==> src/ssld_defs.svh <==
// Constants of the serial shift latch driver.
`ifndef SSLD_DEFS_SVH
`define SSLD_DEFS_SVH
`define SSLD_STAGES      12
`define SSLD_STAGE_RST   12'h000
`define SSLD_SYNC_RST    2'h0
`endif

==> src/ssld_pkg.sv <==
// Types of the serial shift latch driver.
`include "ssld_defs.svh"
package ssld_pkg;
	typedef logic [`SSLD_STAGES-1:0] ssld_word_t;
endpackage : ssld_pkg

==> src/ssld_if.sv <==
// Interface between the shift chain and the latch and gate stage.
`timescale 1ns/1ps
interface ssld_if #(parameter int WIDTH = 12);
	logic [WIDTH-1:0] stage;
	logic             latch_open;
	logic             gate_n;
	logic [WIDTH-1:0] drive;
	modport chain (output stage, output latch_open, output gate_n, input drive);
	modport latch (input stage, input latch_open, input gate_n, output drive);
endinterface : ssld_if

==> src/ssld_top.sv <==
// Top of the serial shift latch driver: input sampling and shift chain.
`timescale 1ns/1ps
`include "ssld_defs.svh"

// Summary of operation
// Twelve shift stages feed twelve storage cells and twelve output gates, one per line.
// The chain moves only on a rising shift-clock edge and otherwise holds every stage.
// On each rising edge every stage takes its predecessor and the first takes serial data.
// While the transfer input is high each storage cell passes its shift stage.
// While the transfer input is low the cells keep the value held when it fell.
// A high gating input forces all line driver outputs low, a low one passes the cells.
// The cascade output always shows the final shift stage.
// Any unconnected controller input is taken as high; mclk, clk_en and nrst have no presence flag.
// The controller shifts twelve bits per device, last output first, before opening the cells.
module ssld_top
	import ssld_pkg::*;
#(
	parameter int WIDTH = `SSLD_STAGES
) (
	// Clock, enable and reset
	input  wire logic             mclk,
	input  wire logic             clk_en,
	input  wire logic             nrst,
	// Controller inputs, each with a presence flag for floating pins
	input  wire logic             shift_clk,
	input  wire logic             shift_clk_conn,
	input  wire logic             serial_in,
	input  wire logic             serial_in_conn,
	input  wire logic             latch_xfer,
	input  wire logic             latch_xfer_conn,
	input  wire logic             gate_n,
	input  wire logic             gate_n_conn,
	// Outputs
	output logic [WIDTH-1:0]      line_driver_out,
	output logic                  cascade_out
);
	// --------------------------------------------------------------
	// Reset release
	// --------------------------------------------------------------
	// Reset leaves through two flip-flops so the chain starts on an mclk edge, never between.
	logic [1:0] rst_sync;
	logic       rst_n;

	always_ff @(posedge mclk or negedge nrst) begin
		if (!nrst) begin
			rst_sync <= `SSLD_SYNC_RST;
		end else begin
			rst_sync <= {rst_sync[0], 1'b1};
		end
	end
	assign rst_n = rst_sync[1];

	// --------------------------------------------------------------
	// Input levels
	// --------------------------------------------------------------
	// A floating pin reads high, as the pull-up clamp on each input would make it.
	wire clk_lvl  = shift_clk_conn  ? shift_clk  : 1'b1;
	wire data_lvl = serial_in_conn  ? serial_in  : 1'b1;
	wire xfer_lvl = latch_xfer_conn ? latch_xfer : 1'b1;
	wire gate_lvl = gate_n_conn     ? gate_n     : 1'b1;

	// --------------------------------------------------------------
	// Timing limits
	// --------------------------------------------------------------
	// The shift clock is sampled, not used as a clock, so each of its high and low
	// phases must span at least one enabled mclk edge or a pulse is missed.
	// Serial data is taken at the same mclk edge that first sees the clock high,
	// so it must be settled by then and may change right after.
	// Outputs follow an open cell without waiting for mclk; transparency was chosen
	// over glitch-free outputs because the cells must pass the stages while open.

	// --------------------------------------------------------------
	// Shift chain
	// --------------------------------------------------------------
	logic [WIDTH-1:0] shift_stage;
	logic [WIDTH-1:0] next_shift_stage;
	logic             clk_prev;
	wire              clk_rise = clk_lvl && !clk_prev;

	// The previous clock level starts high so a pin already high at reset is no edge.
	always_ff @(posedge mclk or negedge rst_n) begin
		if (!rst_n) begin
			clk_prev <= 1'b1;
		end else if (clk_en) begin
			clk_prev <= clk_lvl;
		end
	end

	generate
		for (genvar i = 0; i < WIDTH; i++) begin : g_stage
			if (i == 0) begin : g_first
				assign next_shift_stage[i] = clk_rise ? data_lvl : shift_stage[i];
				step_first_a: assert property (@(posedge mclk) disable iff (!rst_n)
					(clk_en && clk_rise) |=> shift_stage[i] == $past(data_lvl))
					else $error("First stage did not take the serial input.");
			end else begin : g_rest
				assign next_shift_stage[i] = clk_rise ? shift_stage[i-1] : shift_stage[i];
				step_bit_a: assert property (@(posedge mclk) disable iff (!rst_n)
					(clk_en && clk_rise) |=> shift_stage[i] == $past(shift_stage[i-1]))
					else $error("Stage did not take its predecessor.");
			end
		end
	endgenerate

	always_ff @(posedge mclk or negedge rst_n) begin
		if (!rst_n) begin
			shift_stage <= WIDTH'(`SSLD_STAGE_RST);
		end else if (clk_en) begin
			shift_stage <= next_shift_stage;
		end
	end

	wire final_shift_stage = shift_stage[WIDTH-1];
	assign cascade_out = final_shift_stage;

	// --------------------------------------------------------------
	// Storage cells and gates
	// --------------------------------------------------------------
	ssld_if #(.WIDTH(WIDTH)) lnk ();
	assign lnk.stage      = shift_stage;
	assign lnk.latch_open = xfer_lvl;
	assign lnk.gate_n     = gate_lvl;
	assign line_driver_out = lnk.drive;

	ssld_latch #(.WIDTH(WIDTH)) ssld_latch_inst (
		.mclk   (mclk),
		.rst_n  (rst_n),
		.clk_en (clk_en),
		.lnk    (lnk.latch)
	);

	// --------------------------------------------------------------
	// Reset checks
	// --------------------------------------------------------------
	// Checked without a disable so that a reset that fails to clear the chain is seen.
	reset_clear_a: assert property (@(posedge mclk)
		!rst_n |-> (shift_stage == WIDTH'(`SSLD_STAGE_RST) && cascade_out == 1'b0))
		else $error("Chain not cleared during reset.");

	// --------------------------------------------------------------
	// Shift chain checks
	// --------------------------------------------------------------
	// The detector leaves reset high, so a clock pin already high then is no edge.
	first_level_a: assert property (@(posedge mclk) disable iff (!rst_n)
		$rose(rst_n) |-> clk_prev)
		else $error("Edge detector left reset low.");
	no_edge_hold_a: assert property (@(posedge mclk) disable iff (!rst_n)
		(clk_en && !clk_rise) |=> shift_stage == $past(shift_stage))
		else $error("Stages changed without a clock edge.");
	shift_step_a: assert property (@(posedge mclk) disable iff (!rst_n)
		(clk_en && clk_rise) |=>
		shift_stage == {$past(shift_stage[WIDTH-2:0]), $past(data_lvl)})
		else $error("Stages did not shift by one.");
	// A clock held high shifts once; the detector must not fire again on the level.
	single_rise_a: assert property (@(posedge mclk) disable iff (!rst_n)
		(clk_en && clk_rise) |=> !clk_rise)
		else $error("Held clock level shifted twice.");
	// A low enable freezes the detector too, so a clock that rises during it and stays high shifts once it ends.
	freeze_chain_a: assert property (@(posedge mclk) disable iff (!rst_n)
		!clk_en |=> (shift_stage == $past(shift_stage) && clk_prev == $past(clk_prev)))
		else $error("Chain moved while the enable was low.");
	cascade_tap_a: assert property (@(posedge mclk) disable iff (!rst_n)
		cascade_out == shift_stage[WIDTH-1])
		else $error("Cascade output not the final stage.");
	// The cascade pin only moves on a shift, whatever the transfer and gating inputs do.
	cascade_hold_a: assert property (@(posedge mclk) disable iff (!rst_n)
		!(clk_en && clk_rise) |=> $stable(cascade_out))
		else $error("Cascade output moved without a shift.");

	// --------------------------------------------------------------
	// Storage and gate checks
	// --------------------------------------------------------------
	// Open cells show the chain in the same cycle, before any mclk edge.
	open_follow_a: assert property (@(posedge mclk) disable iff (!rst_n)
		(xfer_lvl && !gate_lvl) |-> line_driver_out == shift_stage)
		else $error("Open cells do not show the chain.");
	// Two closed edges in a row: the cells cannot have been written between them.
	closed_steady_a: assert property (@(posedge mclk) disable iff (!rst_n)
		(!xfer_lvl && !gate_lvl) ##1 (!xfer_lvl && !gate_lvl) |-> $stable(line_driver_out))
		else $error("Closed cells changed the outputs.");
	// The value shown after the close is the chain seen at the last open edge.
	held_value_a: assert property (@(posedge mclk) disable iff (!rst_n)
		(clk_en && xfer_lvl) ##1 (!xfer_lvl && !gate_lvl) |->
		line_driver_out == $past(shift_stage))
		else $error("Closed cells lost the value seen when they closed.");
	gate_force_a: assert property (@(posedge mclk) disable iff (!rst_n)
		gate_lvl |-> line_driver_out == '0)
		else $error("High gate level did not force the outputs low.");
	// Each line has its own cell and gate, so a stage bit shows on its own line only.
	generate
		for (genvar j = 0; j < WIDTH; j++) begin : g_line
			line_map_a: assert property (@(posedge mclk) disable iff (!rst_n)
				(xfer_lvl && !gate_lvl) |-> line_driver_out[j] == shift_stage[j])
				else $error("Line does not show its own stage.");
		end
	endgenerate

	// --------------------------------------------------------------
	// Floating input checks
	// --------------------------------------------------------------
	// Each pin is checked through its effect, not through the level wire that replaces it.
	float_high_a: assert property (@(posedge mclk) disable iff (!rst_n)
		!gate_n_conn |-> line_driver_out == '0)
		else $error("Floating gate input not taken as high.");
	float_clk_a: assert property (@(posedge mclk) disable iff (!rst_n)
		(clk_en && !shift_clk_conn) ##1 !shift_clk_conn |=> $stable(shift_stage))
		else $error("Floating clock pin still shifts.");
	float_data_a: assert property (@(posedge mclk) disable iff (!rst_n)
		(clk_en && clk_rise && !serial_in_conn) |=> shift_stage[0])
		else $error("Floating data input not taken as high.");
	float_latch_a: assert property (@(posedge mclk) disable iff (!rst_n)
		(!latch_xfer_conn && !gate_lvl) |-> line_driver_out == shift_stage)
		else $error("Floating transfer input did not open the cells.");

	// --------------------------------------------------------------
	// Coverage
	// --------------------------------------------------------------
	// A rise during a low enable shows the freeze was exercised, not only assumed.
	cover_shift_c: cover property (@(posedge mclk) clk_rise ##2 clk_rise ##2 clk_rise);
	cover_show_c: cover property (@(posedge mclk) xfer_lvl ##1 !xfer_lvl ##1 !gate_lvl);
	cover_float_c: cover property (@(posedge mclk) !serial_in_conn && clk_rise);
	cover_freeze_c: cover property (@(posedge mclk) !clk_en && clk_lvl && !clk_prev);
endmodule : ssld_top

==> src/ssld_latch.sv <==
// Storage cells and output gates of the serial shift latch driver.
`timescale 1ns/1ps
`include "ssld_defs.svh"
module ssld_latch
	import ssld_pkg::*;
#(
	parameter int WIDTH = `SSLD_STAGES
) (
	// Clock and reset
	input wire logic mclk,
	input wire logic rst_n,
	input wire logic clk_en,
	// Link to the chain
	ssld_if.latch    lnk
);
	logic [WIDTH-1:0] storage_cell;
	logic [WIDTH-1:0] cell_view;

	// The cell is transparent in the same cycle so that output follows the stage.
	assign cell_view = lnk.latch_open ? lnk.stage : storage_cell;
	assign lnk.drive = lnk.gate_n ? '0 : cell_view;

	always_ff @(posedge mclk or negedge rst_n) begin
		if (!rst_n) begin
			storage_cell <= WIDTH'(`SSLD_STAGE_RST);
		end else if (clk_en && lnk.latch_open) begin
			storage_cell <= lnk.stage;
		end
	end

	hold_cells_a: assert property (@(posedge mclk) disable iff (!rst_n)
		(clk_en && !lnk.latch_open) |=> storage_cell == $past(storage_cell))
		else $error("Storage cells changed while closed.");
	gate_low_a: assert property (@(posedge mclk) disable iff (!rst_n)
		lnk.gate_n |-> lnk.drive == '0)
		else $error("Outputs not forced low by gate.");
	gate_pass_a: assert property (@(posedge mclk) disable iff (!rst_n)
		(!lnk.gate_n && !lnk.latch_open) |-> lnk.drive == storage_cell)
		else $error("Outputs do not show stored cells.");
	transparent_a: assert property (@(posedge mclk) disable iff (!rst_n)
		(lnk.latch_open && !lnk.gate_n) |-> lnk.drive == lnk.stage)
		else $error("Open cells do not follow stages.");
	store_open_a: assert property (@(posedge mclk) disable iff (!rst_n)
		(clk_en && lnk.latch_open) |=> storage_cell == $past(lnk.stage))
		else $error("Open cells did not keep the stage value.");
	cover_hold_c: cover property (@(posedge mclk) lnk.latch_open ##1 !lnk.latch_open [*3]);
endmodule : ssld_latch

==> config.mk <==
export PLATFORM = sky130hd
export DESIGN_NAME = ssld_top
export DESIGN_NICKNAME = d
export VERILOG_FILES = /design/src/ssld_pkg.sv /design/src/ssld_if.sv /design/src/ssld_top.sv /design/src/ssld_latch.sv
export VERILOG_INCLUDE_DIRS = /design/src
export SDC_FILE = /design/constraint.sdc
export NUM_CORES = 1
export LEC_CHECK = 0
export BUFFER_PORTS_ARGS = -buffer_cell sky130_fd_sc_hd__buf_2
export CORE_MARGIN = 5
export CORE_UTILIZATION = 45
export DETAILED_ROUTE_END_ITERATION = 16
export PLACE_DENSITY = 0.71
export RECOVER_POWER = 25
export SYNTH_ARGS = -nofsm -noshare
export SYNTH_HDL_FRONTEND = slang
export SYNTH_SLANG_ARGS = --single-unit
==> constraint.sdc <==
create_clock -name mclk -period 2.59 [get_ports mclk]
set_input_delay 0.518 -clock mclk [delete_from_list [all_inputs] [get_ports mclk]]
set_output_delay 0.518 -clock mclk [all_outputs]
set_load 0.01 [all_outputs]
==> results by group, run 1 <==
Route
  • DR vias/cell: 5.15
  • Pre-antenna DRT Iters: 4
  • DRC Markers: 0
  • Iteration-0 DRC Markers: 27
  • Average routed wire per standard cell: 14.0 um
  • Via count: 798
  • WL final: 2180 um
  • ANT nets after route: 0

Critical path
  • Critical path's slowest cell: and2b_1
  • Crit path from: latch_xfer
  • WP data required: 2.07 ns
  • CP Cell Sequence: buf_2 -> and2b_1 -> nand2_1 -> a21oi_1 -> buf_2
  • CP Capture Type: primary output
  • Largest stage delay on the critical path: 0.44 ns
  • CP Launch Type: input pin
  • Setup CP Type: input pin to primary output
  • Crit-path most repeated cell: buf_2
  • R2R Path Start: clk_prev
  • Kind of cell adding the most delay to the critical path: simple AND/OR/NAND/NOR gates
  • Peak fanout along the critical path: 12
  • Number of buffers and inverters on the critical path: 2
  • Worst Path Arrival: 1.47 ns

STA
  • Fmax: 502 MHz
  • Clock Skew: 0.00813 ns
  • Setup TNS Final: 0 ns
  • Post-layout min period: 1.99 ns
  • Worst setup margin: 0.597 ns
  • Slew HR: 34.6%
  • RSZ-0062 raised after global routing: false
  • Final period utilization: 76.9%
  • Fin Hold WS: 0.371 ns
  • Final Hold Fails: 0
  • Final setup fails: 0
  • Worst-Margin Slew: 0.982 ns
  • Slew Limit Fails: 0

Logic synthesis
  • Main combinational cell family by area after synthesis: multiplexers
  • Mapped Area: 0.00121 mm^2
  • Mapped Avg Cell Area: 11.9 um^2
  • Compound-Gate Fraction of Synth Area: 5.37%
  • YS warnings: 0
  • Top area cells in the synthesized netlist: dfrtp_1 (54%), mux2_2 (22%), nand2_1 (7.7%), a21oi_1 (5.4%), dfstp_2 (2.2%)
  • Synth Instances: 102
  • Simple-Gate Fraction of Synth Area: 13.5%
  • Yosys cell types: 16
  • Post-Synth XOR/XNOR Area: 0%
  • Sequential-to-total area share from yosys stat: 55.9%
  • Post-synth top area share: 53.7%
  • Synth Register Bits: 27
  • Post-Synth Adder-Cell Area: 0%
  • Multiplexer area fraction after synthesis: 22.3%
  • Synthesized Nets: 113
  • Largest area contributor in the netlist: dfrtp_1

Final layout
  • Register area: 677 um^2
  • Post-layout nets: 137
  • Share of cells above drive strength 1: 42.4%
  • Area delta synth->final: 13.2%
  • Fillers: 228
  • Footprint of the multi-input gates: 503 um^2
  • Final std cells w/o fill: 155
  • Post-layout util: 54.4%
  • Diode count: 0

GRT
  • Initial antenna violation count: 0
  • Vias in the first global route: 823
  • First-pass GRT wire length: 3630 um
  • Largest net degree at the start of global routing: 26
  • GRT Overall Usage: 13.1%
  • Grt total ovfl: 0

Die
  • # IOs: 24
  • Die Y: 61.9 um
  • Initial core utilization: 48.0%
  • Row count: 18
  • Core ar.: 0.00252 mm^2
  • Die X: 61.9 um
  • Total die area: 0.00383 mm^2

Placement
  • Inst Count DP: 150
  • Post-DP HPWL: 1550 um
  • Placer Congestion: 0.665
  • Post-Place Worst Slack: 0.574 ns
  • Port Buffer Count: 23

Clock network
  • Post-CTS setup buffers: 0
  • Root Buffer: clkbuf_4
  • CTS sink cnt: 27
  • CTS tree: done
  • Post-CTS Resized: 0
  • Worst-skew pair later-pin latency: 0.32 ns
  • H-tree Lvls: 1
  • Hold_buf cts: 1
  • Total CTS buffers: 3
  • Clock buffer depth: 2
  • Worst-path clk slew: 0.13 ns

Power and ir drop
  • P per Cell Area: 745 mW/mm^2
  • LEAKAGE: 0.000657 uW
  • Max VDD drop: 0.517 mV

Job
  • Max_cap viols: 0

Run status
  • Status: complete, no violations

Hold path
  • HP Class: register to register
  • Hold Crit Start: rst_sync[0]
[logic make-up after synthesis]
family,count (synthesis)
AOI/OAI and AO/OA,13
buffers and inverters,5
DFF,27
muxes,24
other,1
and+or+nand+nor,32
[registers in the layout, indices dropped and copies added (netlist names)]
name	flops
rst_sync	2
lnk.stage	12
ssld_latch_inst.storage_cell	12
clk_prev	1
[cell type report]
type,instances,share of cell area [%]
Clock buffer,3,1.64
Clock inverter,1,0.547
Multi-Input combinational cell,70,36.7
Sequential cell,27,49.4
Tap cell,30,2.74
Timing Repair Buffer,24,9.03
[where the power goes]
group / switching [uW] / internal [uW]
logic: 83.5 / 130
registers: 90.8 / 538
clock network: 120 / 59.0
total: 294 / 727
[cells in the final DEF (no fill, tap or decap)]
cell type / synthesis / routed
clkbuf_4: 0 / 3
nand2b_1: 2 / 2
nor2_1: 1 / 1
nor2b_4: 1 / 1
mux2_2: 24 / 24
a21oi_1: 13 / 13
nor3b_4: 1 / 1
dlygate4sd3_1: 0 / 1
nand2_1: 25 / 25
and2b_1: 1 / 1
clkinvlp_4: 0 / 1
clkbuf_1: 2 / 1
conb_1: 1 / 1
dfrtp_1: 26 / 26
nand2b_4: 1 / 1
dfstp_1: 0 / 1
buf_2: 1 / 22
[cells in the mapped netlist]
cell type / number
nand2_1: 25
nand2b_4: 1
mux2_2: 24
a21oi_1: 13
clkbuf_1: 2
dfrtp_1: 26
nand2b_1: 2
dfstp_2: 1
buf_6: 1
nor2b_4: 1
and2b_1: 1
buf_2: 1
nor3b_4: 1
conb_1: 1
nor2_1: 1
buf_4: 1
[path summary, 6_finish.rpt]
check	end	slack [ns]	cells past startpoint
min in group asynchronous	lnk.stage[8]	0.41	0
max	line_driver_out[7]	0.60	5
min reg2reg	rst_sync[1]	0.37	0
max in group asynchronous	lnk.stage[0]	1.58	0
max reg2reg	lnk.stage[9]	1.07	2
min	rst_sync[1]	0.37	0
[stage by stage]
stage          instance area, um^2  total power (uW)
2_1_floorplan                 1210               783
3_3_place_gp                  1330               837
3_5_place_dp                  1330               854
4_1_cts                       1370              1040
5_1_grt                       1370              1090
6_report                      1370              1020
[metal layers]
metal  track usage [%]  wire [um]
met5                 0          0
met4              2.73         15
met3              4.34         96
met2              23.0       1140
met1              15.6        927
Note: power is estimated with default switching activity, not from simulation.
==> run 2, diff against run 1 <==
--- a/config.mk
+++ b/config.mk
@@ -10,7 +10,7 @@
 export CORE_MARGIN = 5
 export CORE_UTILIZATION = 45
 export DETAILED_ROUTE_END_ITERATION = 16
-export PLACE_DENSITY = 0.71
+export PLACE_DENSITY = 0.74
 export RECOVER_POWER = 25
 export SYNTH_ARGS = -nofsm -noshare
 export SYNTH_HDL_FRONTEND = slang
==> constraint.sdc (replaced) <==
create_clock -name mclk -period 1.7 [get_ports mclk]
set_input_delay 0.34 -clock mclk [delete_from_list [all_inputs] [get_ports mclk]]
set_output_delay 0.34 -clock mclk [all_outputs]
set_load 0.01 [all_outputs]
==> run 2 against run 1 <==
  * Clock skew up 0.00070 ns
  * Setup slack worse by 0.42 ns
  * Clock power up 55%
  * Non-clock buffer count rose by 4
  * Cell count rose by 2.6%
  * First-iteration DRC count grew 3.7%
==> results by group, run 2 (synthesis gave the netlist of run 1 again) <==
Hold path
  • Hold-critical path depth: 2 (was 0)
  • HP Class: input pin to register (was register to register)

STA
  • Setup TNS Final: 0 ns (unchanged)
  • RSZ-0062 raised after global routing: false (unchanged)
  • Fmax: 659 MHz
  • Fin Hold WS: 0.183 ns (was 0.371 ns)
  • Final Hold Fails: 0 (unchanged)
  • Clock Skew: 0.00883 ns (was 0.00813 ns)
  • Worst-Margin Slew: 0.593 ns (was 0.982 ns)
  • Slew Limit Fails: 0 (unchanged)
  • Worst setup margin: 0.181 ns (was 0.597 ns)
  • Slew HR: 60.5% (was 34.6%)
  • Final setup fails: 0 (unchanged)
  • Final period utilization: 89.3%
  • Post-layout min period: 1.52 ns

GRT
  • Grt total ovfl: 0 (unchanged)
  • Vias in the first global route: 869 (was 823)
  • First-pass GRT wire length: 4020 um (was 3630 um)
  • Initial antenna violation count: 0 (unchanged)
  • Largest net degree at the start of global routing: 17 (was 26)
  • GRT Overall Usage: 14.3% (was 13.1%)

Critical path
  • R2R cell count: 3 (was 2)
  • Number of buffers and inverters on the critical path: 2 (unchanged)
  • Worst Path Arrival: 1.18 ns (was 1.47 ns)
  • Critical path depth: 4 (was 5)
  • CP Capture Type: primary output (unchanged)
  • Largest stage delay on the critical path: 0.36 ns (was 0.44 ns)
  • Kind of cell adding the most delay to the critical path: simple AND/OR/NAND/NOR gates (unchanged)
  • Setup CP Type: input pin to primary output (unchanged)
  • Critical path's slowest cell: nand2b_1 (was and2b_1)
  • Register-to-register setup slack: 0.44 ns (was 1.07 ns)
  • Crit-path most repeated cell: buf_2 (unchanged)
  • CP Cell Sequence: buf_2 -> nand2b_1 -> a21oi_1 -> buf_2 (was buf_2 -> and2b_1 -> nand2_1 -> a21oi_1 -> buf_2)
  • WP data required: 1.36 ns (was 2.07 ns)
  • Peak fanout along the critical path: 12 (unchanged)
  • CP Launch Type: input pin (unchanged)

Placement
  • Post-DP HPWL: 1610 um (was 1550 um)
  • Post-Place Worst Slack: 0.168 ns (was 0.574 ns)
  • Port Buffer Count: 23 (unchanged)
  • Placer Congestion: 0.719 (was 0.665)
  • Inst Count DP: 154 (was 150)

Clock network
  • CTS sink cnt: 27 (unchanged)
  • Worst-path clk slew: 0.14 ns (was 0.13 ns)
  • H-tree Lvls: 1 (unchanged)
  • Post-CTS Resized: 0 (unchanged)
  • CTS tree: done (unchanged)
  • Root Buffer: clkbuf_4 (unchanged)
  • Clock buffer depth: 2 (unchanged)
  • Total CTS buffers: 3 (unchanged)
  • Worst-skew pair later-pin latency: 0.32 ns (about the same)
  • Post-CTS setup buffers: 0 (unchanged)
  • Hold_buf cts: 1 (unchanged)

Route
  • Average routed wire per standard cell: 14.2 um (was 14.0 um)
  • Iteration-0 DRC Markers: 28 (was 27)
  • Via count: 822 (was 798)
  • ANT nets after route: 0 (unchanged)
  • DRC Markers: 0 (unchanged)
  • WL final: 2250 um (was 2180 um)
  • Pre-antenna DRT Iters: 2 (was 4)
  • DR vias/cell: 5.17 (was 5.15)

Final layout
  • Diode count: 0 (unchanged)
  • Post-layout util: 56.5% (was 54.4%)
  • Area delta synth->final: 17.8% (was 13.2%)
  • Final std cells w/o fill: 159 (was 155)
  • Commonest cells after routing, fill and taps aside: dfrtp_1 (26), nand2_1 (25), mux2_2 (24) (unchanged)
  • Post-layout nets: 141 (was 137)
  • Share of cells above drive strength 1: 45.0% (was 42.4%)
  • Commonest non-fill, non-tap cell in the layout: dfrtp_1 (unchanged)

Power and ir drop
  • LEAKAGE: 0.000687 uW (was 0.000657 uW)
  • P per Cell Area: 1100 mW/mm^2 (was 745 mW/mm^2)
  • Max VDD drop: 0.687 mV (was 0.517 mV)

Die
  • Initial core utilization: 48.0% (unchanged)
  • Die X: 61.9 um (unchanged)
  • # IOs: 24 (unchanged)
  • Row count: 18 (unchanged)
  • Core ar.: 0.00252 mm^2 (unchanged)
  • Total die area: 0.00383 mm^2 (unchanged)
  • Die Y: 61.9 um (unchanged)

Job
  • Max_cap viols: 0 (unchanged)

Run status
  • Status: complete, no violations (unchanged)
[run 2: cell types whose count changed in the layout (fill, tap and decap cells not counted)]
| cell | change |
|---|---|
| dfstp_2 | +1 |
| buf_4 | +2 |
| dfstp_1 | -1 |
| buf_12 | +2 |
[run 2: layout make-up]
cell class / count / area (um^2)
clock buffer: 3 / 22.5
timing repair buffer: 28 / 179
sequential: 27 / 677
fill: 228 / 1100
tap: 30 / 37.5
multi-input combinational: 70 / 503
clock inverter: 1 / 7.51
[run 2: report_power, final]
group / leakage [uW] / internal, uW / switching [uW]
clock network: 0.0000139 / 89.8 / 188
registers: 0.000340 / 821 / 133
logic: 0.000333 / 210 / 134
total: 0.000687 / 1120 / 454
[run 2: per-stage QoR]
step / total power [uW] / cell area, um^2
after detailed placement: 1320 / 1390
after global placement: 1290 / 1390
after floorplan: 1190 / 1210
final: 1580 / 1430
after global routing: 1690 / 1430
after CTS: 1600 / 1430
[run 2: per-layer routing]
metal | track usage, % | share of wire, %
met1 | 18.2 | 44
met2 | 23.9 | 52
met3 | 3.51 | 3.4
met4 | 4.55 | 0.84
met5 | 0 | 0
[run 2: worst paths after layout]
path / start / to
max in group asynchronous: rst_sync[1] / lnk.stage[5]
hold / removal: clk_en / clk_prev
min in group asynchronous: rst_sync[1] / lnk.stage[10]
setup / recovery: gate_n / line_driver_out[7]
setup reg to reg: clk_prev / lnk.stage[0]
hold reg to reg: rst_sync[1] / lnk.stage[10]
==> run 3, diff against run 2 <==
--- a/config.mk
+++ b/config.mk
@@ -6,11 +6,13 @@
 export SDC_FILE = /design/constraint.sdc
 export NUM_CORES = 1
 export LEC_CHECK = 0
+export ABC_AREA = 1
 export BUFFER_PORTS_ARGS = -buffer_cell sky130_fd_sc_hd__buf_2
+export CORE_ASPECT_RATIO = 1.5
 export CORE_MARGIN = 5
 export CORE_UTILIZATION = 45
 export DETAILED_ROUTE_END_ITERATION = 16
-export PLACE_DENSITY = 0.74
+export PLACE_DENSITY = 0.73
 export RECOVER_POWER = 25
 export SYNTH_ARGS = -nofsm -noshare
 export SYNTH_HDL_FRONTEND = slang
==> run 3 against run 2 <==
  * Synthesized cell count up 58%
  * Largest power group unchanged
  * Cell count up 38%
  * Combinational power down 2%
  * Largest cell class unchanged
  * Highest routed layer unchanged
==> results by group, run 3 <==
Logic synthesis
  • Top_reg_cell synth: dfrtp_1 (unchanged)
  • YS warnings: 0 (unchanged)
  • Post-synth top area share: 49.2% (was 53.7%)
  • Sequential-to-total area share from yosys stat: 51.2% (was 55.9%)
  • Synthesized Nets: 172 (was 113)
  • Top area cells in the synthesized netlist: dfrtp_1 (49%), nand2_1 (14%), nor2_1 (6.8%), nand4_1 (5.7%), nand3_1 (4.5%) (was dfrtp_1 (54%), mux2_2 (22%), nand2_1 (7.7%), a21oi_1 (5.4%), dfstp_2 (2.2%))
  • Count leader, synth: nand2_1 (was dfrtp_1)
  • Commonest cells in the netlist: nand2_1 (50), dfrtp_1 (26), nor2_1 (24) (was dfrtp_1 (26), nand2_1 (25), mux2_2 (24))
  • Synth Register Bits: 27 (unchanged)
  • Ys async rst share: 100% (unchanged)
  • Mapped Avg Cell Area: 8.21 um^2 (was 11.9 um^2)
  • Yosys cell types: 18 (was 16)
  • Mapped Area: 0.00132 mm^2 (was 0.00121 mm^2)
  • Synth Instances: 161 (was 102)
  • Largest area contributor in the netlist: dfrtp_1 (unchanged)
  • Post-synth EDFFs: 0 (unchanged)

Die
  • # IOs: 24 (unchanged)
  • Die X: 54.2 um (was 61.9 um)
  • Core ar.: 0.00288 mm^2 (was 0.00252 mm^2)
  • Die Y: 76.4 um (was 61.9 um)
  • Row count: 24 (was 18)
  • Initial core utilization: 45.8% (was 48.0%)
  • Total die area: 0.00414 mm^2 (was 0.00383 mm^2)

STA
  • RSZ-0062 raised after global routing: false (unchanged)
  • Post-layout min period: 1.52 ns (about the same)
  • Clock Skew: 0.00233 ns (was 0.00883 ns)
  • Slew Limit Fails: 0 (unchanged)
  • Final Hold Fails: 0 (unchanged)
  • Final period utilization: 89.4% (was 89.3%)
  • Setup TNS Final: 0 ns (unchanged)
  • Slew HR: 57.8% (was 60.5%)
  • Fin Hold WS: 0.340 ns (was 0.183 ns)
  • Final setup fails: 0 (unchanged)
  • Fmax: 658 MHz (was 659 MHz)
  • Worst-Margin Slew: 0.632 ns (was 0.593 ns)

Final layout
  • Area delta synth->final: 11.4% (was 17.8%)
  • Share of cells above drive strength 1: 20.4% (was 45.0%)
  • Fillers: 285 (was 228)
  • Footprint of the multi-input gates: 534 um^2 (was 503 um^2)
  • Post-layout nets: 193 (was 141)
  • Diode count: 0 (unchanged)
  • Register area: 677 um^2 (unchanged)
  • Commonest cells after routing, fill and taps aside: nand2_1 (50), dfrtp_1 (26), nor2_1 (24) (was dfrtp_1 (26), nand2_1 (25), mux2_2 (24))
  • Commonest non-fill, non-tap cell in the layout: nand2_1 (was dfrtp_1)
  • Final std cells w/o fill: 220 (was 159)

Route
  • Average routed wire per standard cell: 12.6 um (was 14.2 um)
  • Met3 wire len: 98 um (was 77 um)
  • DR vias/cell: 5.05 (was 5.17)
  • WL met1: 1260 um (was 990 um)
  • Pre-antenna DRT Iters: 4 (was 2)
  • Routed wl met2: 1370 um (was 1160 um)
  • Iteration-0 DRC Markers: 30 (was 28)
  • ANT nets after route: 0 (unchanged)
  • Via count: 1111 (was 822)
  • DR top layer: met4 (unchanged)
  • DRC Markers: 0 (unchanged)
  • WL final: 2780 um (was 2250 um)

GRT
  • Grt total ovfl: 0 (unchanged)
  • Vias in the first global route: 1094 (was 869)
  • GRT Overall Usage: 15.6% (was 14.3%)
  • Initial antenna violation count: 0 (unchanged)
  • First-pass GRT wire length: 4960 um (was 4020 um)
  • Largest net degree at the start of global routing: 26 (was 17)

Critical path
  • WP data required: 1.36 ns (about the same)
  • R2R Path Start: clk_prev (unchanged)
  • Register-to-register setup slack: 0.67 ns (was 0.44 ns)
  • Worst Path Arrival: 1.18 ns (about the same)
  • CP Capture Type: primary output (unchanged)
  • Peak fanout along the critical path: 20 (was 12)
  • R2R cell count: 4 (was 3)
  • Crit Reg-Reg Endpoint: lnk.stage[3] (was lnk.stage[0])
  • Setup CP Type: input pin to primary output (unchanged)
  • CP Launch Type: input pin (unchanged)

Clock network
  • Worst-skew pair later-pin latency: 0.27 ns (was 0.32 ns)
  • Post-CTS setup buffers: 0 (unchanged)
  • Total CTS buffers: 3 (unchanged)
  • Clock buffer depth: 2 (unchanged)
  • Root Buffer: clkbuf_8 (was clkbuf_4)
  • Worst-path clk slew: 0.09 ns (was 0.14 ns)
  • CTS tree: done (unchanged)
  • CTS sink cnt: 27 (unchanged)
  • H-tree Lvls: 1 (unchanged)

Job
  • Max_cap viols: 0 (unchanged)

Placement
  • Inst Count DP: 215 (was 154)
  • Placer Congestion: 0.784 (was 0.719)
  • Post-DP HPWL: 2010 um (was 1610 um)
  • Port Buffer Count: 23 (unchanged)

Power and ir drop
  • LEAKAGE: 0.000808 uW (was 0.000687 uW)
  • Max VDD drop: 0.444 mV (was 0.687 mV)
  • P per Cell Area: 1110 mW/mm^2 (was 1100 mW/mm^2)

Run status
  • Status: complete, no violations (unchanged)

Hold path
  • HP Class: register to asynchronous set/reset pin (was input pin to register)
[run 3: cell types whose count changed after synthesis, sizes merged, moves of 3 or more]
cell,change
nand2,+28
mux2,-24
nor2,+24
a21oi,-13
nand3,+13
o21ai,+13
nand4,+12
buf,+8
inv,+6
nand2b,-3
[run 3: layer usage]
metal  vias up  GRT usage, %
met1       519          21.1
met5         -             0
met2        30          23.7
met4         0          7.48
li1        556             -
met3         6          2.35
[run 3: cell type report]
class	count	share of cell area, %
clock buffers	4	3.06
inverters	6	1.53
multi-input cells	117	36.3
flip-flops and latches	27	46.0
well taps	39	3.32
repair buffers	27	9.78
[run 3: worst max path at each step]
stage | start | end | slack [ns] | cells past startpoint
detailed placement | gate_n | line_driver_out[2] | 0.1 | 5
global route | latch_xfer | line_driver_out[2] | 0.07 | 7
CTS | gate_n | line_driver_out[2] | 0.1 | 5
floorplan | latch_xfer | line_driver_out[1] | 0.52 | 6
global placement | gate_n | line_driver_out[2] | 0.19 | 5
finish | latch_xfer | line_driver_out[2] | 0.18 | 7
[run 3: timing repair]
item | CTS | global route
resized for setup | 0 | 1
hold buffers | 1 | 0
endpoints found under the setup margin | 0 | 1
endpoints found under the hold margin | 2 | 0
[run 3: logic make-up after synthesis]
| kind of cell | Yosys count | share of synthesized area (%) |
|---|---|---|
| compound gates | 13 | 4.92 |
| buf+inv | 17 | 8.71 |
| flops | 27 | 51.2 |
| other cells | 1 | 0.284 |
| simple gates | 103 | 34.8 |
[run 3: where the power goes]
part / switching [uW] / internal [uW] / total [uW]
Sequential: 134 / 805 / 939
Combinational: 203 / 134 / 338
Clock: 195 / 168 / 363
Total: 532 / 1110 / 1640
[run 3: stage by stage]
step                      worst slack [ns]  power, uW  instance area (um^2)  utilization [%]
after global placement               0.187       1260                  1420             49.1
after global routing                0.0743       1770                  1470             51.0
after detailed placement            0.0995       1290                  1420             49.1
final                                0.180       1640                  1470             51.0
after CTS                           0.0965       1650                  1470             51.0
after floorplan                      0.519       1180                  1320                -
[run 3: worst max-delay path, stage by stage]
cell and delay, ns:
buf_2 0.10, inv_2 0.05, nand2_4 0.13, inv_2 0.22
nor2_1 0.07, nor2_1 0.12, buf_2 0.15
